**src/dbrrc_pkg.sv**
```systemverilog
// Constants, types and register map for the drive busy/reset/retry control
package dbrrc_pkg;

	// ---------------------------------------------------------------
	// Register map (word index, byte address = 4 * index)
	// ---------------------------------------------------------------
	localparam logic [3:0] DBRRC_IDX_DATA    = 4'h0;
	localparam logic [3:0] DBRRC_IDX_ERROR   = 4'h1;
	localparam logic [3:0] DBRRC_IDX_SECCNT  = 4'h2;
	localparam logic [3:0] DBRRC_IDX_SECNUM  = 4'h3;
	localparam logic [3:0] DBRRC_IDX_CYLLO   = 4'h4;
	localparam logic [3:0] DBRRC_IDX_CYLHI   = 4'h5;
	localparam logic [3:0] DBRRC_IDX_DRVHEAD = 4'h6;
	localparam logic [3:0] DBRRC_IDX_STATUS  = 4'h7;
	localparam logic [3:0] DBRRC_IDX_ALTSTAT = 4'h8;
	localparam logic [3:0] DBRRC_IDX_DIGOUT  = 4'h9;
	localparam logic [3:0] DBRRC_IDX_MPU     = 4'hA;
	localparam logic [3:0] DBRRC_IDX_MECH    = 4'hB;
	localparam logic [3:0] DBRRC_IDX_RETRY   = 4'hC;
	localparam logic [3:0] DBRRC_IDX_ECC     = 4'hD;

	// ---------------------------------------------------------------
	// Field positions
	// ---------------------------------------------------------------
	localparam int DBRRC_ST_BUSY  = 7;
	localparam int DBRRC_ST_READY = 6;
	localparam int DBRRC_ST_SEEK  = 4;
	localparam int DBRRC_ST_DRQ   = 3;
	localparam int DBRRC_ST_ERR   = 0;
	localparam int DBRRC_DO_SRST  = 2;

	// MPU control register bits (write)
	localparam int DBRRC_MPU_SET_BUSY  = 0;
	localparam int DBRRC_MPU_CLR_BUSY  = 1;
	localparam int DBRRC_MPU_CLR_DRQ   = 2;
	localparam int DBRRC_MPU_SPUNDOWN  = 3;
	localparam int DBRRC_MPU_LAST_XFER = 4;
	localparam int DBRRC_MPU_BUF_FULL  = 5;

	// Mechanism control bits (write)
	localparam int DBRRC_MX_SPIN_DONE  = 0;
	localparam int DBRRC_MX_MEM_DONE   = 1;
	localparam int DBRRC_MX_RD_FAIL    = 2;
	localparam int DBRRC_MX_RD_OK      = 3;
	localparam int DBRRC_MX_HDR_FAIL   = 4;
	localparam int DBRRC_MX_HDR_OK     = 5;
	localparam int DBRRC_MX_RETRY_DIS  = 6;

	// ---------------------------------------------------------------
	// Reset values
	// ---------------------------------------------------------------
	localparam logic [7:0] DBRRC_RST_ERROR  = 8'h01;
	localparam logic [7:0] DBRRC_RST_SECCNT = 8'h01;
	localparam logic [7:0] DBRRC_RST_SECNUM = 8'h01;
	localparam logic [7:0] DBRRC_RST_ZERO   = 8'h00;

	// ---------------------------------------------------------------
	// Commands, retry and ECC figures
	// ---------------------------------------------------------------
	localparam logic [7:0] DBRRC_CMD_MASK   = 8'hF0;
	localparam logic [7:0] DBRRC_CMD_READ   = 8'h20;
	localparam logic [7:0] DBRRC_CMD_WRITE  = 8'h30;
	localparam logic [7:0] DBRRC_CMD_FORMAT = 8'h50;
	localparam logic [7:0] DBRRC_CMD_WRBUF  = 8'hE8;
	localparam int DBRRC_RETRY_STEPS  = 16;
	localparam int DBRRC_RETRY_PASSES = 8;
	localparam int DBRRC_HDR_RETRIES  = 20;
	localparam int DBRRC_SEG1_BYTES   = 245;
	localparam int DBRRC_SEG2_BYTES   = 267;
	localparam int DBRRC_SECTOR_BYTES = 512;
	localparam int DBRRC_LONG_ECC     = 7;
	localparam int DBRRC_BURST_BITS   = 8;

	// ---------------------------------------------------------------
	// Timing
	// ---------------------------------------------------------------
	localparam longint DBRRC_CLK_HZ        = 50000000;
	localparam longint DBRRC_READY_TMO_MS  = 10000;
	localparam longint DBRRC_READY_TMO_CYC =
		DBRRC_READY_TMO_MS * (DBRRC_CLK_HZ / 1000);
	localparam longint DBRRC_IF_INIT_US    = 4000;
	localparam longint DBRRC_IF_INIT_CYC   =
		DBRRC_IF_INIT_US * (DBRRC_CLK_HZ / 1000000);

	// Retry step actions
	typedef enum logic [2:0]
	{
		DBRRC_ACT_READ   = 3'h0,
		DBRRC_ACT_ECC    = 3'h1,
		DBRRC_ACT_OFFP   = 3'h2,
		DBRRC_ACT_OFFN   = 3'h3,
		DBRRC_ACT_WIN1   = 3'h4,
		DBRRC_ACT_THRESH = 3'h5,
		DBRRC_ACT_WIN2   = 3'h6,
		DBRRC_ACT_NOM    = 3'h7
	} dbrrc_act_type;

	typedef enum logic [4:0]
	{
		DBRRC_S_OFF    = 5'b00001,
		DBRRC_S_MEMTST = 5'b00010,
		DBRRC_S_IFINIT = 5'b00100,
		DBRRC_S_SPIN   = 5'b01000,
		DBRRC_S_RUN    = 5'b10000
	} dbrrc_state_type;

	typedef struct packed
	{
		logic          active;
		logic          failed;
		dbrrc_act_type action;
		logic [3:0]    step;
		logic [2:0]    pass;
	} dbrrc_retry_type;

endpackage : dbrrc_pkg

```
**src/dbrrc_top.sv**
```systemverilog
// Drive busy latch, reset sequencing, read and header retry control
//
// Functional notes
// - Power-on runs memory tests before spin-up starts.
// - After power-on, stay busy until spin-up, then ready and seek complete.
// - If spun down before, drop busy with ready set, no spin-up wait.
// - Ten second timer limits spin-up wait; expiry drops busy, not ready.
// - Late spin-up completion after time-out still sets ready and seek.
// - Host reset runs interface initialisation only, no tests or spin-up.
// - Host reset with disk spinning reaches ready, not busy in about 4 ms.
// - Memory test and spin-up last seconds; host must tolerate that.
// - Read command write sets busy on the same clock.
// - Write commands raise wide transfer and request; busy on buffer full.
// - Outside reset and spin-up, only the microprocessor clears busy; it may also set it.
// - While busy, host reads of any task register except digital output return status.
// - While not busy, host reads and writes every task register.
// - Data read error runs 16 steps, up to 8 passes, stops on success.
// - Steps: ECC, +offset, -offset, windows, threshold, nominal restore.
// - With retries disabled, exactly one retry before the error.
// - Header ECC error allows up to twenty rereads, then header error.
// - Header read good before the limit clears the header counter.
// - Header retry count is fixed and not host alterable.
// - Sector ECC split into 245 and 267 byte segments, 8-bit bursts.
// - Long read returns 512 data bytes then 7 ECC bytes.
// - Reset loads task defaults and drops busy with no interrupt.
// - Software reset holds while the reset bit stays one.
//
// The address map and the Avalon-MM register port were chosen for this implementation.
`timescale 1ns/100ps

module dbrrc_top
	import dbrrc_pkg::*;
#(
	parameter longint READY_TMO_CYC = DBRRC_READY_TMO_CYC,
	parameter longint IF_INIT_CYC   = DBRRC_IF_INIT_CYC
)
(
	input  wire logic        clk_i,              // 50 MHz clock
	input  wire logic        rst_n_i,            // Power-on reset, low
	input  wire logic        host_rst_n_i,       // Host hardware reset pin
	input  wire logic [5:0]  avs_address,        // Word address
	input  wire logic        avs_read,           // Read request
	input  wire logic        avs_write,          // Write request
	input  wire logic [31:0] avs_writedata,      // Write data
	input  wire logic [3:0]  avs_byteenable,     // Byte lanes
	output logic [31:0]      avs_readdata,       // Read data
	output logic             avs_waitrequest,    // Stall
	output logic             busy_flag_o,        // Busy latch
	output logic             transfer_request_flag_o, // Data request
	output logic             wide_transfer_enable_o,  // 16-bit enable
	output logic             spin_start_o,       // Spin motor request
	output logic [7:0]       retry_ctl_o         // Active retry step
);

	// Counts must fit the 36-bit timer and reach its end value
	if (READY_TMO_CYC < 2 || IF_INIT_CYC < 2
		|| READY_TMO_CYC > 36'hF_FFFF_FFFF
		|| IF_INIT_CYC > 36'hF_FFFF_FFFF)
	begin : g_bad_count
		$error("dbrrc_top: time-out counts out of range");
	end

	// ---------------------------------------------------------------
	// Host reset pin synchroniser
	// ---------------------------------------------------------------
	logic hrst_meta_reg;
	logic hrst_sync_reg;
	logic hrst_prev_reg;

	always_ff @(posedge clk_i or negedge rst_n_i)
	begin
		if (!rst_n_i)
		begin
			hrst_meta_reg <= 1'b1;
			hrst_sync_reg <= 1'b1;
			hrst_prev_reg <= 1'b1;
		end
		else
		begin
			hrst_meta_reg <= host_rst_n_i;
			hrst_sync_reg <= hrst_meta_reg;
			hrst_prev_reg <= hrst_sync_reg;
		end
	end

	// ---------------------------------------------------------------
	// Bus decode
	// ---------------------------------------------------------------
	logic [7:0]      err_reg, seccnt_reg, secnum_reg;
	logic [7:0]      cyllo_reg, cylhi_reg, drvhd_reg;
	logic [7:0]      cmd_reg, data_reg, digout_reg;
	logic            busy_reg, ready_reg, seek_reg, drq_reg, wide_reg;
	logic            spundown_reg, spin_start_reg, spin_ok_reg;
	logic            tmo_reg, retry_dis_reg, hdr_err_reg;
	logic [4:0]      hdr_cnt_reg;
	dbrrc_retry_type rty_reg;
	dbrrc_state_type state_reg;
	logic [35:0]     tmr_reg;
	logic [31:0]     rdata_reg;
	logic            ack_reg;

	wire        req      = (avs_read | avs_write) & ~ack_reg;
	wire [3:0]  idx      = avs_address[3:0];
	wire        hi_page  = avs_address[5:4] != 2'h0;
	wire        wr       = avs_write & req & avs_byteenable[0];
	wire [7:0]  wd       = avs_writedata[7:0];
	wire        mpu_acc  = idx == DBRRC_IDX_MPU || idx == DBRRC_IDX_MECH;
	// Host writes to task registers other than digital output are dropped while busy
	wire        host_wr  = wr & ~hi_page & ~busy_reg & ~mpu_acc;
	wire        wr_cmd   = wr & ~hi_page & idx == DBRRC_IDX_STATUS & ~busy_reg;
	wire        wr_dig   = wr & ~hi_page & idx == DBRRC_IDX_DIGOUT;
	wire        wr_mpu   = wr & ~hi_page & idx == DBRRC_IDX_MPU;
	wire        wr_mech  = wr & ~hi_page & idx == DBRRC_IDX_MECH;
	wire [7:0]  cmd_cls  = wd & DBRRC_CMD_MASK;
	wire        cmd_wrt  = cmd_cls == DBRRC_CMD_WRITE
		|| cmd_cls == DBRRC_CMD_FORMAT || wd == DBRRC_CMD_WRBUF;
	wire        cmd_rd   = wr_cmd & ~cmd_wrt;
	wire        cmd_wr   = wr_cmd & cmd_wrt;
	wire        srst     = digout_reg[DBRRC_DO_SRST];
	wire        hrst_rise = hrst_sync_reg & ~hrst_prev_reg;
	wire        srst_fall = wr_dig & srst & ~wd[DBRRC_DO_SRST];
	wire        host_rst  = ~hrst_sync_reg | (srst & ~srst_fall);
	wire        if_start  = hrst_rise | srst_fall;

	wire [7:0] status = {busy_reg, ready_reg, 1'b0, seek_reg,
		drq_reg, 2'h0, err_reg != 8'h00 && hdr_err_reg};

	// ---------------------------------------------------------------
	// Read mux; while busy every task read except digital output returns status
	// ---------------------------------------------------------------
	logic [7:0] task_rd;
	always_comb
	begin
		task_rd = 8'h00;
		if (idx == DBRRC_IDX_DATA)
			task_rd = data_reg;
		else if (idx == DBRRC_IDX_ERROR)
			task_rd = err_reg;
		else if (idx == DBRRC_IDX_SECCNT)
			task_rd = seccnt_reg;
		else if (idx == DBRRC_IDX_SECNUM)
			task_rd = secnum_reg;
		else if (idx == DBRRC_IDX_CYLLO)
			task_rd = cyllo_reg;
		else if (idx == DBRRC_IDX_CYLHI)
			task_rd = cylhi_reg;
		else if (idx == DBRRC_IDX_DRVHEAD)
			task_rd = drvhd_reg;
		else if (idx == DBRRC_IDX_STATUS || idx == DBRRC_IDX_ALTSTAT)
			task_rd = status;
		else if (idx == DBRRC_IDX_DIGOUT)
			task_rd = digout_reg;
	end

	logic [31:0] rd_next;
	always_comb
	begin
		rd_next = 32'h0000_0000;
		if (hi_page)
			rd_next = 32'h0000_0000;
		else if (idx == DBRRC_IDX_MPU)
			rd_next = {16'h0000, cmd_reg, status};
		else if (idx == DBRRC_IDX_MECH)
			rd_next = {24'h000000, 1'b0, retry_dis_reg, 1'b0,
				tmo_reg, 1'b0, spundown_reg, spin_ok_reg,
				state_reg == DBRRC_S_RUN};
		else if (idx == DBRRC_IDX_RETRY)
			rd_next = {8'h00, hdr_err_reg, 3'h0, hdr_cnt_reg, 3'h0,
				rty_reg};
		else if (idx == DBRRC_IDX_ECC)
			rd_next = {16'(DBRRC_SECTOR_BYTES + DBRRC_LONG_ECC),
				8'(DBRRC_SEG2_BYTES - DBRRC_SEG1_BYTES),
				8'(DBRRC_BURST_BITS)};
		else if (busy_reg && idx != DBRRC_IDX_DIGOUT)
			rd_next = {24'h000000, status};
		else
			rd_next = {24'h000000, task_rd};
	end

	// ---------------------------------------------------------------
	// Bus answer: one wait state, then ack
	// ---------------------------------------------------------------
	always_ff @(posedge clk_i or negedge rst_n_i)
	begin
		if (!rst_n_i)
		begin
			ack_reg   <= 1'b0;
			rdata_reg <= 32'h0000_0000;
		end
		else
		begin
			ack_reg   <= req;
			rdata_reg <= req ? rd_next : rdata_reg;
		end
	end

	// ---------------------------------------------------------------
	// Reset and spin-up sequencer
	// ---------------------------------------------------------------
	wire mem_done  = wr_mech & wd[DBRRC_MX_MEM_DONE];
	wire spin_done = wr_mech & wd[DBRRC_MX_SPIN_DONE];
	wire tmr_end   = tmr_reg == 36'h0_0000_0001;
	logic init_done;
	assign init_done = state_reg == DBRRC_S_IFINIT && tmr_end;

	always_ff @(posedge clk_i or negedge rst_n_i)
	begin
		if (!rst_n_i)
		begin
			state_reg      <= DBRRC_S_MEMTST;
			tmr_reg        <= 36'h0_0000_0000;
			spin_start_reg <= 1'b0;
			spin_ok_reg    <= 1'b0;
			tmo_reg        <= 1'b0;
		end
		else
		begin
			if (tmr_reg != 36'h0_0000_0000)
				tmr_reg <= tmr_reg - 36'h0_0000_0001;
			if (spin_done)
				spin_ok_reg <= 1'b1;
			case (state_reg)
			DBRRC_S_MEMTST:
				if (mem_done)
				begin
					spin_start_reg <= ~spundown_reg;
					state_reg      <= DBRRC_S_IFINIT;
					tmr_reg        <= 36'(IF_INIT_CYC);
				end
			DBRRC_S_IFINIT:
				if (tmr_end)
				begin
					// Spun-down drive goes straight to run
					if (spin_ok_reg || spundown_reg || spin_done)
						state_reg <= DBRRC_S_RUN;
					else
					begin
						state_reg <= DBRRC_S_SPIN;
						tmr_reg   <= 36'(READY_TMO_CYC);
					end
				end
			DBRRC_S_SPIN:
				if (spin_done)
					state_reg <= DBRRC_S_RUN;
				else if (tmr_end)
				begin
					tmo_reg   <= 1'b1;
					state_reg <= DBRRC_S_RUN;
				end
			DBRRC_S_RUN:
				if (host_rst)
					state_reg <= DBRRC_S_OFF;
			DBRRC_S_OFF:
				if (if_start)
				begin
					state_reg <= DBRRC_S_IFINIT;
					tmr_reg   <= 36'(IF_INIT_CYC);
				end
			default:
				state_reg <= DBRRC_S_OFF;
			endcase
		end
	end

	// ---------------------------------------------------------------
	// Busy latch, status bits and task file
	// ---------------------------------------------------------------
	wire mpu_set  = wr_mpu & wd[DBRRC_MPU_SET_BUSY];
	wire mpu_clr  = wr_mpu & wd[DBRRC_MPU_CLR_BUSY];
	wire buf_fill = wr_mpu & wd[DBRRC_MPU_BUF_FULL]
		& ~wd[DBRRC_MPU_LAST_XFER] & drq_reg;
	wire go_ready = init_done & (spin_ok_reg | spundown_reg | spin_done);
	wire late_ok  = spin_done & (tmo_reg | state_reg == DBRRC_S_SPIN);
	wire rst_hold = state_reg == DBRRC_S_OFF
		|| state_reg == DBRRC_S_MEMTST || state_reg == DBRRC_S_IFINIT;

	always_ff @(posedge clk_i or negedge rst_n_i)
	begin
		if (!rst_n_i)
		begin
			busy_reg     <= 1'b1;
			ready_reg    <= 1'b0;
			seek_reg     <= 1'b0;
			drq_reg      <= 1'b0;
			wide_reg     <= 1'b0;
			spundown_reg <= 1'b0;
			digout_reg   <= 8'h00;
			cmd_reg      <= 8'h00;
			data_reg     <= 8'h00;
			err_reg      <= DBRRC_RST_ERROR;
			seccnt_reg   <= DBRRC_RST_SECCNT;
			secnum_reg   <= DBRRC_RST_SECNUM;
			cyllo_reg    <= DBRRC_RST_ZERO;
			cylhi_reg    <= DBRRC_RST_ZERO;
			drvhd_reg    <= DBRRC_RST_ZERO;
		end
		else
		begin
			if (wr_dig)
				digout_reg <= wd;
			if (wr_mpu)
				spundown_reg <= wd[DBRRC_MPU_SPUNDOWN];
			if (rst_hold)
			begin
				busy_reg <= 1'b1;
				drq_reg  <= 1'b0;
				wide_reg <= 1'b0;
				if (host_rst)
				begin
					ready_reg <= 1'b0;
					seek_reg  <= 1'b0;
				end
				if (init_done)
				begin
					busy_reg   <= state_reg == DBRRC_S_IFINIT
						&& !(go_ready || spundown_reg);
					ready_reg  <= go_ready;
					seek_reg   <= go_ready;
					err_reg    <= DBRRC_RST_ERROR;
					seccnt_reg <= DBRRC_RST_SECCNT;
					secnum_reg <= DBRRC_RST_SECNUM;
					cyllo_reg  <= DBRRC_RST_ZERO;
					cylhi_reg  <= DBRRC_RST_ZERO;
					drvhd_reg  <= DBRRC_RST_ZERO;
				end
			end
			else
			begin
				if (state_reg == DBRRC_S_SPIN && tmr_end && !spin_done)
					busy_reg <= 1'b0;
				else if (cmd_rd || buf_fill || mpu_set)
					busy_reg <= 1'b1;
				else if (mpu_clr || (state_reg == DBRRC_S_SPIN && spin_done))
					busy_reg <= 1'b0;
				if (late_ok)
				begin
					ready_reg <= 1'b1;
					seek_reg  <= 1'b1;
				end
				if (cmd_wr)
				begin
					drq_reg  <= 1'b1;
					wide_reg <= 1'b1;
				end
				else if (wr_mpu && wd[DBRRC_MPU_CLR_DRQ])
				begin
					drq_reg  <= 1'b0;
					wide_reg <= 1'b0;
				end
				if (host_wr)
				begin
					if (idx == DBRRC_IDX_DATA)
						data_reg <= wd;
					else if (idx == DBRRC_IDX_ERROR)
						err_reg <= wd;
					else if (idx == DBRRC_IDX_SECCNT)
						seccnt_reg <= wd;
					else if (idx == DBRRC_IDX_SECNUM)
						secnum_reg <= wd;
					else if (idx == DBRRC_IDX_CYLLO)
						cyllo_reg <= wd;
					else if (idx == DBRRC_IDX_CYLHI)
						cylhi_reg <= wd;
					else if (idx == DBRRC_IDX_DRVHEAD)
						drvhd_reg <= wd;
					else if (idx == DBRRC_IDX_STATUS)
						cmd_reg <= wd;
				end
			end
		end
	end

	// ---------------------------------------------------------------
	// Data and header retry sequencers
	// ---------------------------------------------------------------
	// Step table: the fixed sixteen-step recovery order
	function automatic dbrrc_act_type step_act(input logic [3:0] s);
		dbrrc_act_type a;
		a = DBRRC_ACT_READ;
		case (s)
		4'h2, 4'h4, 4'h6, 4'h9, 4'hC: a = DBRRC_ACT_ECC;
		4'h3:                         a = DBRRC_ACT_OFFP;
		4'h5:                         a = DBRRC_ACT_OFFN;
		4'h7:                         a = DBRRC_ACT_WIN1;
		4'h8:                         a = DBRRC_ACT_THRESH;
		4'hA, 4'hD:                   a = DBRRC_ACT_NOM;
		4'hB:                         a = DBRRC_ACT_WIN2;
		default:                      a = DBRRC_ACT_READ;
		endcase
		return a;
	endfunction : step_act

	wire rd_fail  = wr_mech & wd[DBRRC_MX_RD_FAIL];
	wire rd_ok    = wr_mech & wd[DBRRC_MX_RD_OK];
	wire hdr_fail = wr_mech & wd[DBRRC_MX_HDR_FAIL];
	wire hdr_ok   = wr_mech & wd[DBRRC_MX_HDR_OK];
	wire last_step = rty_reg.step == 4'(DBRRC_RETRY_STEPS - 1);
	wire last_pass = rty_reg.pass == 3'(DBRRC_RETRY_PASSES - 1);
	// Disabled retries allow only the single first retry step
	wire rty_end  = retry_dis_reg ? rty_reg.step == 4'h1
		: last_step & last_pass;

	always_ff @(posedge clk_i or negedge rst_n_i)
	begin
		if (!rst_n_i)
		begin
			rty_reg       <= '0;
			retry_dis_reg <= 1'b0;
			hdr_cnt_reg   <= 5'h00;
			hdr_err_reg   <= 1'b0;
		end
		else
		begin
			if (wr_mech)
				retry_dis_reg <= wd[DBRRC_MX_RETRY_DIS];
			if (rd_ok)
			begin
				rty_reg <= '0;
			end
			else if (rd_fail && !rty_reg.failed)
			begin
				if (rty_end && rty_reg.active)
				begin
					rty_reg.active <= 1'b0;
					rty_reg.failed <= 1'b1;
				end
				else
				begin
					rty_reg.active <= 1'b1;
					rty_reg.step   <= rty_reg.step + 4'h1;
					rty_reg.action <= step_act(rty_reg.step + 4'h1);
					if (last_step)
						rty_reg.pass <= rty_reg.pass + 3'h1;
				end
			end
			// Fixed limit; nothing from the host reaches it
			if (hdr_ok)
			begin
				hdr_cnt_reg <= 5'h00;
				hdr_err_reg <= 1'b0;
			end
			else if (hdr_fail && !hdr_err_reg)
			begin
				if (hdr_cnt_reg == 5'(DBRRC_HDR_RETRIES))
					hdr_err_reg <= 1'b1;
				else
					hdr_cnt_reg <= hdr_cnt_reg + 5'h01;
			end
		end
	end

	// ---------------------------------------------------------------
	// Outputs
	// ---------------------------------------------------------------
	assign avs_readdata            = rdata_reg;
	assign avs_waitrequest         = ~ack_reg;
	assign busy_flag_o             = busy_reg;
	assign transfer_request_flag_o = drq_reg;
	assign wide_transfer_enable_o  = wide_reg;
	assign spin_start_o            = spin_start_reg;
	assign retry_ctl_o = {rty_reg.active, rty_reg.action, rty_reg.step};

endmodule : dbrrc_top

```
**config.mk**
```make
export PLATFORM = sky130hd
export DESIGN_NAME = dbrrc_top
export DESIGN_NICKNAME = d
export VERILOG_FILES = /design/src/dbrrc_pkg.sv /design/src/dbrrc_top.sv
export SDC_FILE = /design/constraint.sdc
export NUM_CORES = 1
export LEC_CHECK = 0
export ABC_CLOCK_PERIOD_IN_PS = 6470
export BUFFER_PORTS_ARGS = -buffer_cell sky130_fd_sc_hd__buf_2
export CORE_AREA = 3 3 145 147
export DETAILED_ROUTE_END_ITERATION = 7
export DIE_AREA = 0 0 148 150
export PLACE_DENSITY_LB_ADDON = 0.1
export SYNTH_ARGS = -nofsm -noshare
export SYNTH_HDL_FRONTEND = slang
export SYNTH_SLANG_ARGS = --single-unit
```
**constraint.sdc**
```tcl
create_clock -name clk_i -period 6.47 [get_ports clk_i]
set_input_delay 0.647 -clock clk_i [delete_from_list [all_inputs] [get_ports clk_i]]
set_output_delay 0.647 -clock clk_i [all_outputs]
set_load 0.05 [all_outputs]
```
After elaboration in Yosys (flattened, before gate mapping)
Memories as Yosys holds them, arrays and structs flattened.
Cells that the tools add are included.
{"block": "totals", "register_bits": 175, "mem_bits_ro": 48, "input_bits": 47, "out_inout_bits": 45, "wordCells": 293, "n_memories": 1}
{"block": "op_classes", "addsub": 4, "eq_ne": 42, "n_mux": 95, "bitwise": 57, "n_reduce_logical": 63}
{"name": "(name not given)", "depth": 16, "word_bits": 3, "read_ports": 1, "rd_clocked_by_memory_dff": 0, "wr": 0, "line_no": "dbrrc_top.sv:380", "source": "case (s)"}
{"operator": "2-to-1 mux 8 bit", "n": 51}
{"operator": "2-to-1 mux 36 bit", "n": 5}
{"operator": "2-to-1 mux 26 bit", "n": 5}
{"operator": "one-hot mux 36 bit (3 select lines)", "n": 1}
{"operator": "2-to-1 mux 5 bit", "n": 10}
{"operator": "equality test 36 x 1 -> 1 bit (second input constant)", "n": 1}
{"operator": "nonzero test 36 bit", "n": 1}
{"operator": "subtractor 36 x 1 -> 36 bit (second input constant)", "n": 1}
{"operator": "bitwise AND 1 bit", "n": 31}
{"operator": "equality test 4 bit (second input constant)", "n": 7}
{"operator": "nonzero test 2 bit", "n": 14}
{"operator": "!= test 2 bit (second input constant)", "n": 13}
{"operator": "one-hot mux 5 bit (5 select lines)", "n": 1}
{"operator": "2-to-1 mux 12 bit", "n": 2}
{"operator": "equality test 4 x 3 -> 1 bit (second input constant)", "n": 5}
{"operator": "NOT 1 bit", "n": 20}
{"operator": "2-to-1 mux 1 bit", "n": 18}
{"operator": "equality test 4 x 2 -> 1 bit (second input constant)", "n": 3}
{"operator": "logical OR 1 bit", "n": 12}
{"operator": "AND reduction 2 bit", "n": 6}
{"operator": "logical AND 1 bit", "n": 11}
{"operator": "equality test 5 bit (second input constant)", "n": 2}
{"operator": "2-to-1 mux 10 bit", "n": 1}
{"operator": "AND reduction 10 bit", "n": 1}
{"operator": "26 further kinds", "n": 39}

Depth between registers and ports, before layout
Gate-level depths: netlist (run 1).
{"block": "logic_depth", "depth_word": 16, "depth_mapped": 9, "depth_no_buf": 8}

Worst setup path before layout (run 1)
OpenSTA, ideal clock, no wires.
{"block": "synth_path", "kind": "register to register", "startpoint": "register tmr_reg[22]", "endpoint": "register err_reg[1]", "setup_ns": 0.125, "arrival_ns": 2.718, "required_time_ns": 6.345, "path_slack_ns": 3.628, "path_stages_with_launch": 8, "n_path_buf": 1, "synth_period_minus_slack_ns": 2.842, "path_cell_list": "dfrtp_1 -> or4_4 -> or4_1 -> buf_4 -> nor4_4 -> nand2_4 -> a21oi_4 -> mux2_2"}
{"block": "synth_between", "elab_chain_cells": 4}
{"element": "start, declared", "line_no": "dbrrc_top.sv:98", "source": "logic [35:0] tmr_reg;"}
{"element": "start signal, assigned", "line_no": "dbrrc_top.sv:219", "source": "tmr_reg <= tmr_reg - 36'h0_0000_0001;"}
{"element": "start signal, assigned", "line_no": "dbrrc_top.sv:228", "source": "tmr_reg <= 36'(IF_INIT_CYC);"}
{"element": "start signal, assigned", "line_no": "dbrrc_top.sv:239", "source": "tmr_reg <= 36'(READY_TMO_CYC);"}
{"element": "equality test 36 x 1 -> 1 bit", "line_no": "dbrrc_top.sv:202", "source": "wire tmr_end = tmr_reg == 36'h0_0000_0001;"}
{"element": "logical AND 1 bit", "line_no": "dbrrc_top.sv:204", "source": "assign init_done = state_reg == DBRRC_S_IFINIT && tmr_end;"}
{"element": "!= test 2 bit (no line)"}
{"element": "AND reduction 4 bit (no line)"}
{"element": "end signal, assigned", "line_no": "dbrrc_top.sv:355", "source": "err_reg <= wd;"}
{"element": "end, declared", "line_no": "dbrrc_top.sv:89", "source": "logic [7:0] err_reg, seccnt_reg, secnum_reg;"}
No other way between the ends.
A chain may end at the register's enable or synchronous reset.

Worst setup path in the final report (run 1)
{"block": "layout_path", "startpoint": "register tmr_reg[22]", "endpoint": "register tmr_reg[16]"}
{"block": "layout_between", "elab_chain_cells": 5, "word_cells_on_any_way": 8, "cone_classes": "eq/ne (1); mux (6); reduce/logical (1)"}
{"element": "nonzero test 36 bit", "line_no": "dbrrc_top.sv:218", "source": "if (tmr_reg != 36'h0_0000_0000)"}
{"element": "2-to-1 mux 36 bit", "line_no": "dbrrc_top.sv:218"}
{"element": "2-to-1 mux 36 bit", "line_no": "dbrrc_top.sv:234", "source": "if (spin_ok_reg || spundown_reg || spin_done)"}
{"element": "2-to-1 mux 36 bit", "line_no": "dbrrc_top.sv:231", "source": "if (tmr_end)"}
{"element": "one-hot mux 36 bit (3 select lines) *", "line_no": "dbrrc_top.sv:222", "source": "case (state_reg)"}
Mark *: on every way between the ends. The rest lies on a longest branch, timed or not.

==> key figures, run 1 <==
Cells and area
  – Max reg flops: 36
  – # fillers: 1,943
  – Layout net count: 979
  – Antenna diodes: 0
  – Most frequent cells in the layout: 157 x dfrtp_1, 71 x nor2_1, 62 x nand2_1
  – Area Overhead vs Synth: 11.2%
  – Most common cell after layout, fill and taps aside: dfrtp_1
  – Share of cells above drive strength 1: 0.201

Clock network
  – Number of hold buffers added after cts: 0
  – # resized after CTS: 0
  – CTS tree: built
  – H-tree Lvls: 4
  – Max Root-Sink Buffers: 2
  – Root Buffer: clkbuf_16
  – Number of buffers created by CTS: 17
  – Setup Fix Bufs, Post-CTS: 0
  – Clk slew on worst S/H paths: 0.06 ns
  – CTS Sinks: 165
  – Latest clock arrival within the worst-skew pair: 0.43 ns

Logic synthesis
  – Unique masters post-synth: 74
  – Leading area contributor after synthesis: dfrtp_1
  – Synth Register Bits: 165
  – Avg Cell Area, Syn: 10.1 um2
  – Post-Synth XOR/XNOR Area: 0.0353
  – Fraction of the yosys area taken by sequential cells: 0.463
  – Top post-synthesis cells by area: dfrtp_1 44%, mux2_2 7.3%, o21ai_0 3.4%
  – Mux contribution to synthesized area: 0.111
  – Top FF cell, synth: dfrtp_1
  – Adder-cell share of the synthesized area: 0.0182
  – Asr flop ratio synth: 1.00
  – Simple-Gate Fraction of Synth Area: 0.176
  – Mapped cell area: 8930 um2
  – Post-synthesis compound-gate area fraction: 0.150
  – Post-Syn Instances: 889
  – Yosys top cell area share: 0.440
  – Ys Warns: 0
  – Largest family of logic cells by synthesized area: simple AND/OR/NAND/NOR gates
  – EDFF count, synth: 0

Worst setup path
  – Worst EP arrival: 3.99 ns
  – Critical Path End Type: register
  – Critical Path RT: 6.84 ns
  – Worst Path Max Fanout: 21
  – Crit path launch type: register
  – Crit path kind: reg -> reg
  – Setup slack, reg-to-reg: 2.85 ns

Route
  – Via density: 5.78
  – Initial DRC Count: 554
  – ANT nets after route: 0
  – DRT Pass-1 Iters: 5
  – WL per Instance: 21.0 um
  – DRC: 0
  – Drt total wl: 25,200 um
  – Vias: 6,944

Timing
  – Final Worst Setup Slack: 2.85 ns
  – Max-slew violations: 0
  – Final setup violating endpoints: 0
  – Worst-margin pin slew: 1.05 ns
  – Worst-case clock skew: 0.0108 ns
  – Final min period: 3.62 ns
  – Fin. Hold Viols: 0
  – Max Clock Freq: 0.276 GHz
  – RSZ-0062 raised after global routing: no
  – Tcrit/Tclk final: 0.559
  – Max_slew headroom: 0.299
  – Setup TNS: 0 ns

Floorplan
  – Die area: 22,200 um2
  – Die extent in x: 148 um
  – DIE HEIGHT: 150 um
  – Core Box Area: 20,000 um2
  – I/O pin count: 92
  – Initial Utilization: 0.446
  – Row cnt: 52

Placed design
  – GP Congestion: 0.833
  – Pre-CTS setup slack: 2.53 ns
  – PortBufs: 54
  – DP Wirelength: 17,300 um

Flow run
  – Max capacitance violation total: 0

Power
  – VDD IR-drop max: 0.000169 V
  – Pleak: 4.53 nW
  – PD cells: 273 nW/um2

Run status
  – Status: completed

Global routing
  – Antenna violations before repair: 0
  – Remaining Overflow, GRT: 0
  – Total GRT Usage: 0.230
  – First-pass GRT wire length: 39,200 um
  – Largest net degree at the start of global routing: 97
  – Number of global-route vias before repair: 6,639

Hold path
  – Tightest Hold Check Type: in -> async
## area by class of cell
type	instances	area, um2	share of cell area
timing repair buffer	64	352	0.0354
clock buffer	20	457	0.0460
sequential	165	4140	0.417
multi-input combinational	649	4440	0.447
tap	270	338	0.0340
inverter	22	82.6	0.00831
clock inverter	11	126	0.0127
## worst max-delay path: stages, from the launching register on
cell and delay (ns):
dfrtp_1 0.43, or4_4 0.56, or4_1 0.78, nor4_4 0.52, a31oi_1 0.21, nor2_2 0.79
or3b_2 0.26
## logic make-up after synthesis
logic type	count (synthesis)
buffers and inverters	84
adders and majority gates	13
and+or+nand+nor	304
AOI/OAI and AO/OA	199
DFF	165
xor gates and xnor gates	36
other	1
muxes	87
## metal layers
layer / routed length [um] / vias up / share of wire / track usage
met5: 0 / - / 0 / 0
met4: 526 / 0 / 0.021 / 0.0730
met3: 1050 / 32 / 0.042 / 0.0382
met2: 11900 / 171 / 0.47 / 0.362
met1: 11700 / 3447 / 0.46 / 0.325
li1: - / 3294 / - / -
## cell usage after synthesis (all sizes together), types with 10 or more instances
cell and count:
o21ai 62, nand4 10, or3 17, nand3 21
inv 22, and2 15, ha 13, mux2i 19
a21oi 48, xor2 12, nand2 63, buf 29
nor3 39, xnor2 24, dfrtp 157, a31oi 11
mux2 67, nor2 72, nor4 25, clkbuf 33
## stage by stage
| step | power [mW] | instance area [um2] | hold WS [ns] | instances | util |
|---|---|---|---|---|---|
| 5_1_grt | 2.85 | 9930 | 0.302 | 1201 | 0.496 |
| 3_3_place_gp | 1.71 | 9350 | 0.347 | 1170 | 0.467 |
| 3_5_place_dp | 1.72 | 9350 | 0.353 | 1170 | 0.467 |
| 2_1_floorplan | 1.52 | 8970 | 0.345 | 898 | - |
| 4_1_cts | 2.74 | 9930 | 0.300 | 1201 | 0.496 |
| 6_report | 2.71 | 9930 | 0.284 | 1201 | 0.496 |
## path summary, 6_finish.rpt
| kind | cells past startpoint | startpoint | end |
|---|---|---|---|
| hold / removal | 1 | rst_n_i | tmr_reg[23]$_DFF_PN0_ |
| setup / recovery | 6 | tmr_reg[22]$_DFF_PN0_ | tmr_reg[16]$_DFF_PN0_ |
| max in group asynchronous | 2 | rst_n_i | drvhd_reg[0]$_DFFE_PN0P_ |
| hold reg to reg | 0 | hrst_meta_reg$_DFF_PN1_ | hrst_sync_reg$_DFF_PN1_ |
| min in group clk_i | 1 | host_rst_n_i | hrst_meta_reg$_DFF_PN1_ |
| setup reg to reg | 6 | tmr_reg[22]$_DFF_PN0_ | tmr_reg[16]$_DFF_PN0_ |
## power breakdown
| part | switching, mW | internal (mW) | leakage (nW) |
|---|---|---|---|
| sequential | 0.0560 | 1.08 | 2.19 |
| clock | 0.431 | 0.589 | 0.287 |
| combinational | 0.402 | 0.158 | 2.05 |
(Power assumes the default switching activity.)
==> inputs of run 2 (changes only) <==
--- a/config.mk
+++ b/config.mk
@@ -5,11 +5,12 @@
 export SDC_FILE = /design/constraint.sdc
 export NUM_CORES = 1
 export LEC_CHECK = 0
-export ABC_CLOCK_PERIOD_IN_PS = 6470
+export ABC_AREA = 1
+export ABC_CLOCK_PERIOD_IN_PS = 3200
 export BUFFER_PORTS_ARGS = -buffer_cell sky130_fd_sc_hd__buf_2
-export CORE_AREA = 3 3 145 147
+export CORE_AREA = 3 3 147 149
 export DETAILED_ROUTE_END_ITERATION = 7
-export DIE_AREA = 0 0 148 150
+export DIE_AREA = 0 0 150 152
 export PLACE_DENSITY_LB_ADDON = 0.1
 export SYNTH_ARGS = -nofsm -noshare
 export SYNTH_HDL_FRONTEND = slang
==> constraint.sdc (replaced) <==
create_clock -name clk_i -period 3.2 [get_ports clk_i]
set_input_delay 0.32 -clock clk_i [delete_from_list [all_inputs] [get_ports clk_i]]
set_output_delay 0.32 -clock clk_i [all_outputs]
set_load 0.05 [all_outputs]
==> key figures, run 2 <==
Logic synthesis
  – Top FF cell, synth: dfrtp_1
  – Adder-cell share of the synthesized area: 0.0178 (-0.000401)
  – Largest family of logic cells by synthesized area: simple AND/OR/NAND/NOR gates
  – Post-Syn Instances: 1,155 (+30%)
  – Synth Register Bits: 165 (unchanged)
  – Ys Warns: 0 (unchanged)
  – Post-synthesis compound-gate area fraction: 0.129 (-0.0211)
  – Yosys top cell area share: 0.430 (-0.00970)
  – Top post-synthesis cells by area: dfrtp_1 43%, nand2_1 12%, inv_1 5.4%
  – Leading area contributor after synthesis: dfrtp_1
  – EDFF count, synth: 0 (unchanged)
  – Asr flop ratio synth: 1.00 (unchanged)
  – Post-Synth XOR/XNOR Area: 0.0297 (-0.00557)
  – Commonest cells in the netlist: 284 x nand2_1, 157 x dfrtp_1, 131 x inv_1
  – Most common cell in the synthesized netlist: nand2_1
  – Mapped cell area: 9140 um2 (+2.3%)
  – Fraction of the yosys area taken by sequential cells: 0.453 (-0.0102)
  – Avg Cell Area, Syn: 7.91 um2 (-21%)
  – Mux contribution to synthesized area: 0 (-0.111)
  – Simple-Gate Fraction of Synth Area: 0.285 (+0.108)
  – Unique masters post-synth: 52 (-30%)

Cells and area
  – Antenna diodes: 0 (unchanged)
  – Share of cells above drive strength 1: 0.152 (-0.0493)
  – # fillers: 2,034 (+4.7%)
  – Area Overhead vs Synth: 12.7%
  – Cell area after layout: 10,300 um2 (+3.6%)
  – Most common cell after layout, fill and taps aside: nand2_1
  – Most frequent cells in the layout: 284 x nand2_1, 157 x dfrtp_1, 131 x inv_1
  – Max reg flops: 36 (unchanged)
  – Layout net count: 1,274 (+30%)

Worst setup path
  – Worst EP arrival: 2.87 ns (-1.12 ns)
  – Critical Path End Type: register
  – Setup slack, reg-to-reg: 0.67 ns (-2.18 ns)
  – Crit path kind: reg -> reg
  – Crit path launch type: register
  – Critical Path RT: 3.54 ns (-3.30 ns)
  – Worst Path Max Fanout: 16 (-24%)

Route
  – ANT nets after route: 0 (unchanged)
  – Initial DRC Count: 607 (+9.6%)
  – WL per Instance: 16.6 um (-21%)
  – DRC: 0 (unchanged)
  – Via density: 5.14 (-11%)
  – DRT Pass-1 Iters: 5 (unchanged)
  – Vias: 7,700 (+11%)
  – Drt total wl: 24,800 um (-1.6%)

Placed design
  – DP Wirelength: 18,300 um (+6.0%)
  – Dpl cell area: 9630 um2 (+3.0%)
  – PortBufs: 54 (unchanged)
  – GP Congestion: 0.891 (+7.1%)
  – Pre-CTS setup slack: 0.582 ns (-1.95 ns)

Timing
  – Max Clock Freq: 0.396 GHz (+43%)
  – Max_slew headroom: 0.340 (+0.0416)
  – Setup TNS: 0 ns (unchanged)
  – Fin. Hold Viols: 0 (unchanged)
  – Final setup violating endpoints: 0 (unchanged)
  – Worst-case clock skew: 0.0116 ns (+0.000811 ns)
  – Worst-margin pin slew: 0.990 ns (-0.0603 ns)
  – Tcrit/Tclk final: 0.790 (+0.231)
  – Max-slew violations: 0 (unchanged)
  – Final min period: 2.53 ns (-1.09 ns)
  – RSZ-0062 raised after global routing: no
  – Final Worst Setup Slack: 0.672 ns (-2.18 ns)

Floorplan
  – DIE HEIGHT: 152 um (+1.3%)
  – Initial Utilization: 0.450 (+0.00421)
  – Die extent in x: 150 um (+1.4%)
  – Core Box Area: 20,300 um2 (+1.3%)
  – I/O pin count: 92 (unchanged)
  – Row cnt: 52 (unchanged)
  – Die area: 22,800 um2 (+2.7%)

Clock network
  – Max Root-Sink Buffers: 2 (unchanged)
  – Number of hold buffers added after cts: 2 (+2)
  – Clk slew on worst S/H paths: 0.07 ns (about the same)
  – CTS Sinks: 165 (unchanged)
  – Root Buffer: clkbuf_16
  – CTS tree: built
  – # resized after CTS: 0 (unchanged)
  – Setup Fix Bufs, Post-CTS: 0 (unchanged)
  – Latest clock arrival within the worst-skew pair: 0.44 ns (about the same)
  – Number of buffers created by CTS: 17 (unchanged)
  – H-tree Lvls: 4 (unchanged)

Global routing
  – Largest net degree at the start of global routing: 64 (-34%)
  – Total GRT Usage: 0.227 (-0.00303)
  – First-pass GRT wire length: 41,000 um (+4.7%)
  – Remaining Overflow, GRT: 0 (unchanged)
  – Antenna violations before repair: 0 (unchanged)
  – Number of global-route vias before repair: 7,541 (+14%)

Power
  – VDD IR-drop max: 0.000462 V (+170%)
  – PD cells: 635 nW/um2 (+130%)
  – Pleak: 5.12 nW (+13%)
  – Final Total Pwr: 6.54 mW (+140%)

Hold path
  – Tightest Hold Check Type: in -> reg

Flow run
  – Max capacitance violation total: 0 (unchanged)

Run status
  – Status: completed
## run 2: cell types whose count changed in the layout (fill, tap and decap cells not counted), moves of 17 or more
cell | previous run | this run
nor2_1 | 71 | 130
o21ai_2 | 1 | 19
mux2i_1 | 19 | 0
or3_1 | 17 | 0
nand3_1 | 21 | 51
nand2_1 | 62 | 284
o21ai_0 | 61 | 92
inv_1 | 22 | 131
mux2_2 | 58 | 0
## run 2: layer usage
metal  vias to the layer above  share of wire  track usage  routed length, um
li1                       3845              -            -                  -
met1                      3646           0.47        0.327              11600
met2                       183           0.47        0.353              11600
met3                        26          0.055       0.0465               1360
met4                         0          0.014       0.0497                337
met5                         -              0            0                  0
## run 2: layout make-up
cell class,instances,area [um2],area share
clock buffer,17,425,0.0413
clock inverter,15,216,0.0210
inverter,134,503,0.0489
multi-input combinational,825,4250,0.413
sequential,165,4140,0.402
tap,270,338,0.0328
timing repair buffer,71,422,0.0410
## run 2: cells by family after synthesis
family	Yosys count
other cells	1
compound gates	198
xor+xnor	31
simple gates	573
buf+inv	174
fa+ha+maj	13
flops	165
## run 2: path summary, 6_finish.rpt
kind	from	endpoint	depth (start not counted)
max in group asynchronous	rst_n_i	secnum_reg[0]$_DFFE_PN1P_	3
setup / recovery	state_reg[3]$_DFFE_PN0P_	err_reg[6]$_DFFE_PN0P_	11
min in group asynchronous	rst_n_i	tmr_reg[34]$_DFF_PN0_	2
setup reg to reg	state_reg[3]$_DFFE_PN0P_	err_reg[6]$_DFFE_PN0P_	11
hold reg to reg	hrst_meta_reg$_DFF_PN1_	hrst_sync_reg$_DFF_PN1_	0
hold / removal	avs_writedata[4]	hdr_err_reg$_DFFE_PN0P_	3
## run 2: through the flow
step	cells	utilization	hold WS [ns]
2_1_floorplan	1164	-	0.0244
3_3_place_gp	1463	0.474	0.240
3_5_place_dp	1463	0.474	0.238
4_1_cts	1497	0.507	0.175
5_1_grt	1497	0.507	0.192
6_report	1497	0.507	0.191
## run 2: worst max-delay path, cell delays in order (launching register included)
cell and delay [ns]:
dfrtp_1 0.36, inv_1 0.08, nand2_1 0.11, nor4_2 0.23, inv_1 0.15, nand3_2 0.28, inv_1 0.25, nand2_1 0.16
nand2_1 0.07, o21ai_1 0.50, nand2_1 0.13, o21ai_0 0.12
## run 2: power breakdown
group / switching [mW] / internal (mW)
clock: 0.939 / 1.33
sequential: 0.179 / 2.33
combinational: 1.26 / 0.501
total: 2.37 / 4.17
==> inputs of run 3 (changes only) <==
--- a/config.mk
+++ b/config.mk
@@ -5,12 +5,12 @@
 export SDC_FILE = /design/constraint.sdc
 export NUM_CORES = 1
 export LEC_CHECK = 0
-export ABC_AREA = 1
-export ABC_CLOCK_PERIOD_IN_PS = 3200
+export ABC_AREA = 0
+export ABC_CLOCK_PERIOD_IN_PS = 2400
 export BUFFER_PORTS_ARGS = -buffer_cell sky130_fd_sc_hd__buf_2
-export CORE_AREA = 3 3 147 149
+export CORE_AREA = 3 3 145 147
 export DETAILED_ROUTE_END_ITERATION = 7
-export DIE_AREA = 0 0 150 152
+export DIE_AREA = 0 0 148 150
 export PLACE_DENSITY_LB_ADDON = 0.1
 export SYNTH_ARGS = -nofsm -noshare
 export SYNTH_HDL_FRONTEND = slang
==> constraint.sdc (replaced) <==
create_clock -name clk_i -period 2.4 [get_ports clk_i]
set_input_delay 0.24 -clock clk_i [delete_from_list [all_inputs] [get_ports clk_i]]
set_output_delay 0.24 -clock clk_i [all_outputs]
set_load 0.05 [all_outputs]
==> key figures, run 3 (synthesis results as in run 1) <==
Cells and area
  – Antenna diodes: 0 (unchanged)
  – Area Overhead vs Synth: 28.5%
  – Share of cells above drive strength 1: 0.335 (+0.184)
  – # fillers: 1,806 (-11%)
  – Layout net count: 1,100 (-14%)
  – Max reg flops: 36 (unchanged)
  – Most frequent cells in the layout: 157 x dfrtp_1, 104 x buf_4, 60 x nor2_1
  – Most common cell after layout, fill and taps aside: dfrtp_1

Clock network
  – H-tree Lvls: 4 (unchanged)
  – CTS Sinks: 165 (unchanged)
  – Latest clock arrival within the worst-skew pair: 0.44 ns (about the same)
  – Number of buffers created by CTS: 17 (unchanged)
  – Clk slew on worst S/H paths: 0.07 ns (about the same)
  – Max Root-Sink Buffers: 2 (unchanged)
  – Root Buffer: clkbuf_16
  – CTS tree: built

Power
  – Clock share of power: 0.348 (about the same)
  – Sw Share: 0.329 (-0.0339)
  – Pint: 5.83 mW (+40%)
  – Pleak: 5.27 nW (+2.9%)
  – VDD IR-drop max: 0.000475 V (+3.0%)
  – P_sw: 2.86 mW (+21%)
  – PD cells: 758 nW/um2 (+19%)
  – Flop pwr share: 0.348 (-0.036)
  – Logic pwr share: 0.303 (+0.034)

Route
  – WL per Instance: 20.2 um (+22%)
  – Initial DRC Count: 665 (+9.6%)
  – DRC: 0 (unchanged)
  – Drt total wl: 26,700 um (+7.7%)
  – Via density: 5.71 (+11%)
  – DRT Pass-1 Iters: 5 (unchanged)
  – Vias: 7,557 (-1.9%)
  – ANT nets after route: 0 (unchanged)

Worst setup path
  – Worst Path Max Fanout: 7 (-9)
  – Reg2Reg Launch Point: tmr_reg[25]$_DFF_PN0_
  – Crit path launch type: register
  – Worst r2r path cells: 7 (-4)
  – Setup slack, reg-to-reg: -0.21 ns (-0.88 ns)
  – FF-to-FF End: secnum_reg[3]$_DFFE_PN0P_
  – Crit path kind: reg -> reg
  – Critical Path End Type: register
  – Critical Path RT: 2.72 ns (-0.82 ns)
  – Worst EP arrival: 2.93 ns (+0.06 ns)

Floorplan
  – I/O pin count: 92 (unchanged)
  – Initial Utilization: 0.446 (-0.00421)
  – Die extent in x: 148 um (-1.3%)
  – Die area: 22,200 um2 (-2.6%)
  – Core Box Area: 20,000 um2 (-1.3%)
  – DIE HEIGHT: 150 um (-1.3%)
  – Row cnt: 52 (unchanged)

Global routing
  – Remaining Overflow, GRT: 0 (unchanged)
  – Total GRT Usage: 0.245 (+0.0181)
  – Number of global-route vias before repair: 7,229 (-4.1%)
  – Largest net degree at the start of global routing: 60 (-6.3%)
  – Antenna violations before repair: 0 (unchanged)
  – First-pass GRT wire length: 42,000 um (+2.4%)

Placed design
  – PortBufs: 54 (unchanged)
  – DP Wirelength: 18,700 um (+2.0%)
  – GP Congestion: 0.931 (+4.4%)

Run status
  – Violated checks: negative setup slack
  – Status: finished with violations

Timing
  – Max-slew violations: 0 (unchanged)
  – Max Clock Freq: 0.383 GHz (-3.2%)
  – Tcrit/Tclk final: 1.09 (+0.298)
  – Final Worst Setup Slack: -0.212 ns (-0.884 ns)
  – Worst-case clock skew: 0.0109 ns (-0.000674 ns)
  – Final min period: 2.61 ns (+0.0837 ns)
  – Worst-margin pin slew: 0.593 ns (-0.397 ns)
  – Max_slew headroom: 0.594 (+0.254)
  – Final setup violating endpoints: 85 (+85)
  – RSZ-0062 raised after global routing: yes
  – Setup TNS: -11.44 ns (-11.44 ns)
  – Hold_ws: 0.131 ns (-0.0603 ns)
  – Fin. Hold Viols: 0 (unchanged)

Hold path
  – Worst hold start: avs_writedata[6]
  – Hold path depth: 3 (unchanged)
  – Hold Path End: retry_dis_reg$_DFFE_PN0N_
  – Tightest Hold Check Type: in -> reg

Flow run
  – Max capacitance violation total: 0 (unchanged)
## run 3: cell count changes in the layout (fill, tap and decap cells not counted), sizes merged, moves of 11 or more
cell / delta
nand2: -233
buf: +110
mux2i: +19
mux2: +67
or3: +17
nor4: +17
inv: -110
nor2: -72
xnor2: +11
o21ai: -60
and2: +15
nand3: -35
## run 3: power groups by stage
stage | logic, mW | registers, mW | clock network, mW
floorplan | 1.09 | 3.10 | 0
global placement | 1.94 | 3.07 | 0
detailed placement | 1.95 | 3.08 | 0
CTS | 2.55 | 3.03 | 3.09
global route | 2.83 | 3.05 | 3.22
finish | 2.64 | 3.03 | 3.03
## run 3: area by class of cell
cell class	instances	area, um2	area share
flip-flops and latches	165	4140	0.361
well taps	270	338	0.0294
multi-input cells	651	4790	0.417
clock buffers	17	425	0.0371
repair buffers	183	1490	0.130
inverters	22	82.6	0.00720
clock inverters	15	215	0.0188
## run 3: how the worst max path moves through the flow
stage / to / slack [ns] / depth (start not counted) / from
2_1_floorplan: err_reg[1]$_DFFE_PN0P_ / -0.23 / 7 / tmr_reg[23]$_DFF_PN0_
3_3_place_gp: secnum_reg[7]$_DFFE_PN0P_ / -0.18 / 7 / tmr_reg[25]$_DFF_PN0_
3_5_place_dp: secnum_reg[7]$_DFFE_PN0P_ / -0.21 / 7 / tmr_reg[25]$_DFF_PN0_
4_1_cts: drvhd_reg[4]$_DFFE_PN0P_ / -0.20 / 7 / tmr_reg[25]$_DFF_PN0_
5_1_grt: secnum_reg[3]$_DFFE_PN0P_ / -0.28 / 7 / tmr_reg[25]$_DFF_PN0_
6_report: secnum_reg[3]$_DFFE_PN0P_ / -0.21 / 7 / tmr_reg[25]$_DFF_PN0_
## run 3: through the flow
step | worst slack (ns) | power (mW) | utilization | area [um2] | instances
global route | -0.277 | 9.10 | 0.573 | 11500 | 1323
detailed placement | -0.210 | 5.03 | 0.516 | 10300 | 1271
finish | -0.212 | 8.69 | 0.573 | 11500 | 1323
global placement | -0.179 | 5.02 | 0.516 | 10300 | 1271
CTS | -0.203 | 8.67 | 0.568 | 11400 | 1320
floorplan | -0.233 | 4.19 | - | 9120 | 898
## run 3: routing by layer
metal  vias to the layer above  track usage  routed length, um
met1                      3717        0.355              12100
met3                        38       0.0603               1840
met4                         0       0.0614                450
met2                       268        0.369              12300
li1                       3534            -                  -
met5                         -            0                  0
## run 3: critical path, cell delays in order, from the launching register on
cell and delay [ns]:
dfrtp_1 0.38, or4_4 0.54, or4_4 0.49, nor4_4 0.28, nand2_4 0.15, a21oi_4 0.19, buf_12 0.16, mux2_4 0.30
## run 3: repair_timing
item / CTS / global route
endpoints found under the hold margin: 55 / 0
cloned: 5 / 1
pin swaps: 6 / 7
gates resized for setup: 30 / 30
endpoints found under the setup margin: 84 / 90
hold buffers: 3 / 0
setup buffers: 10 / 3
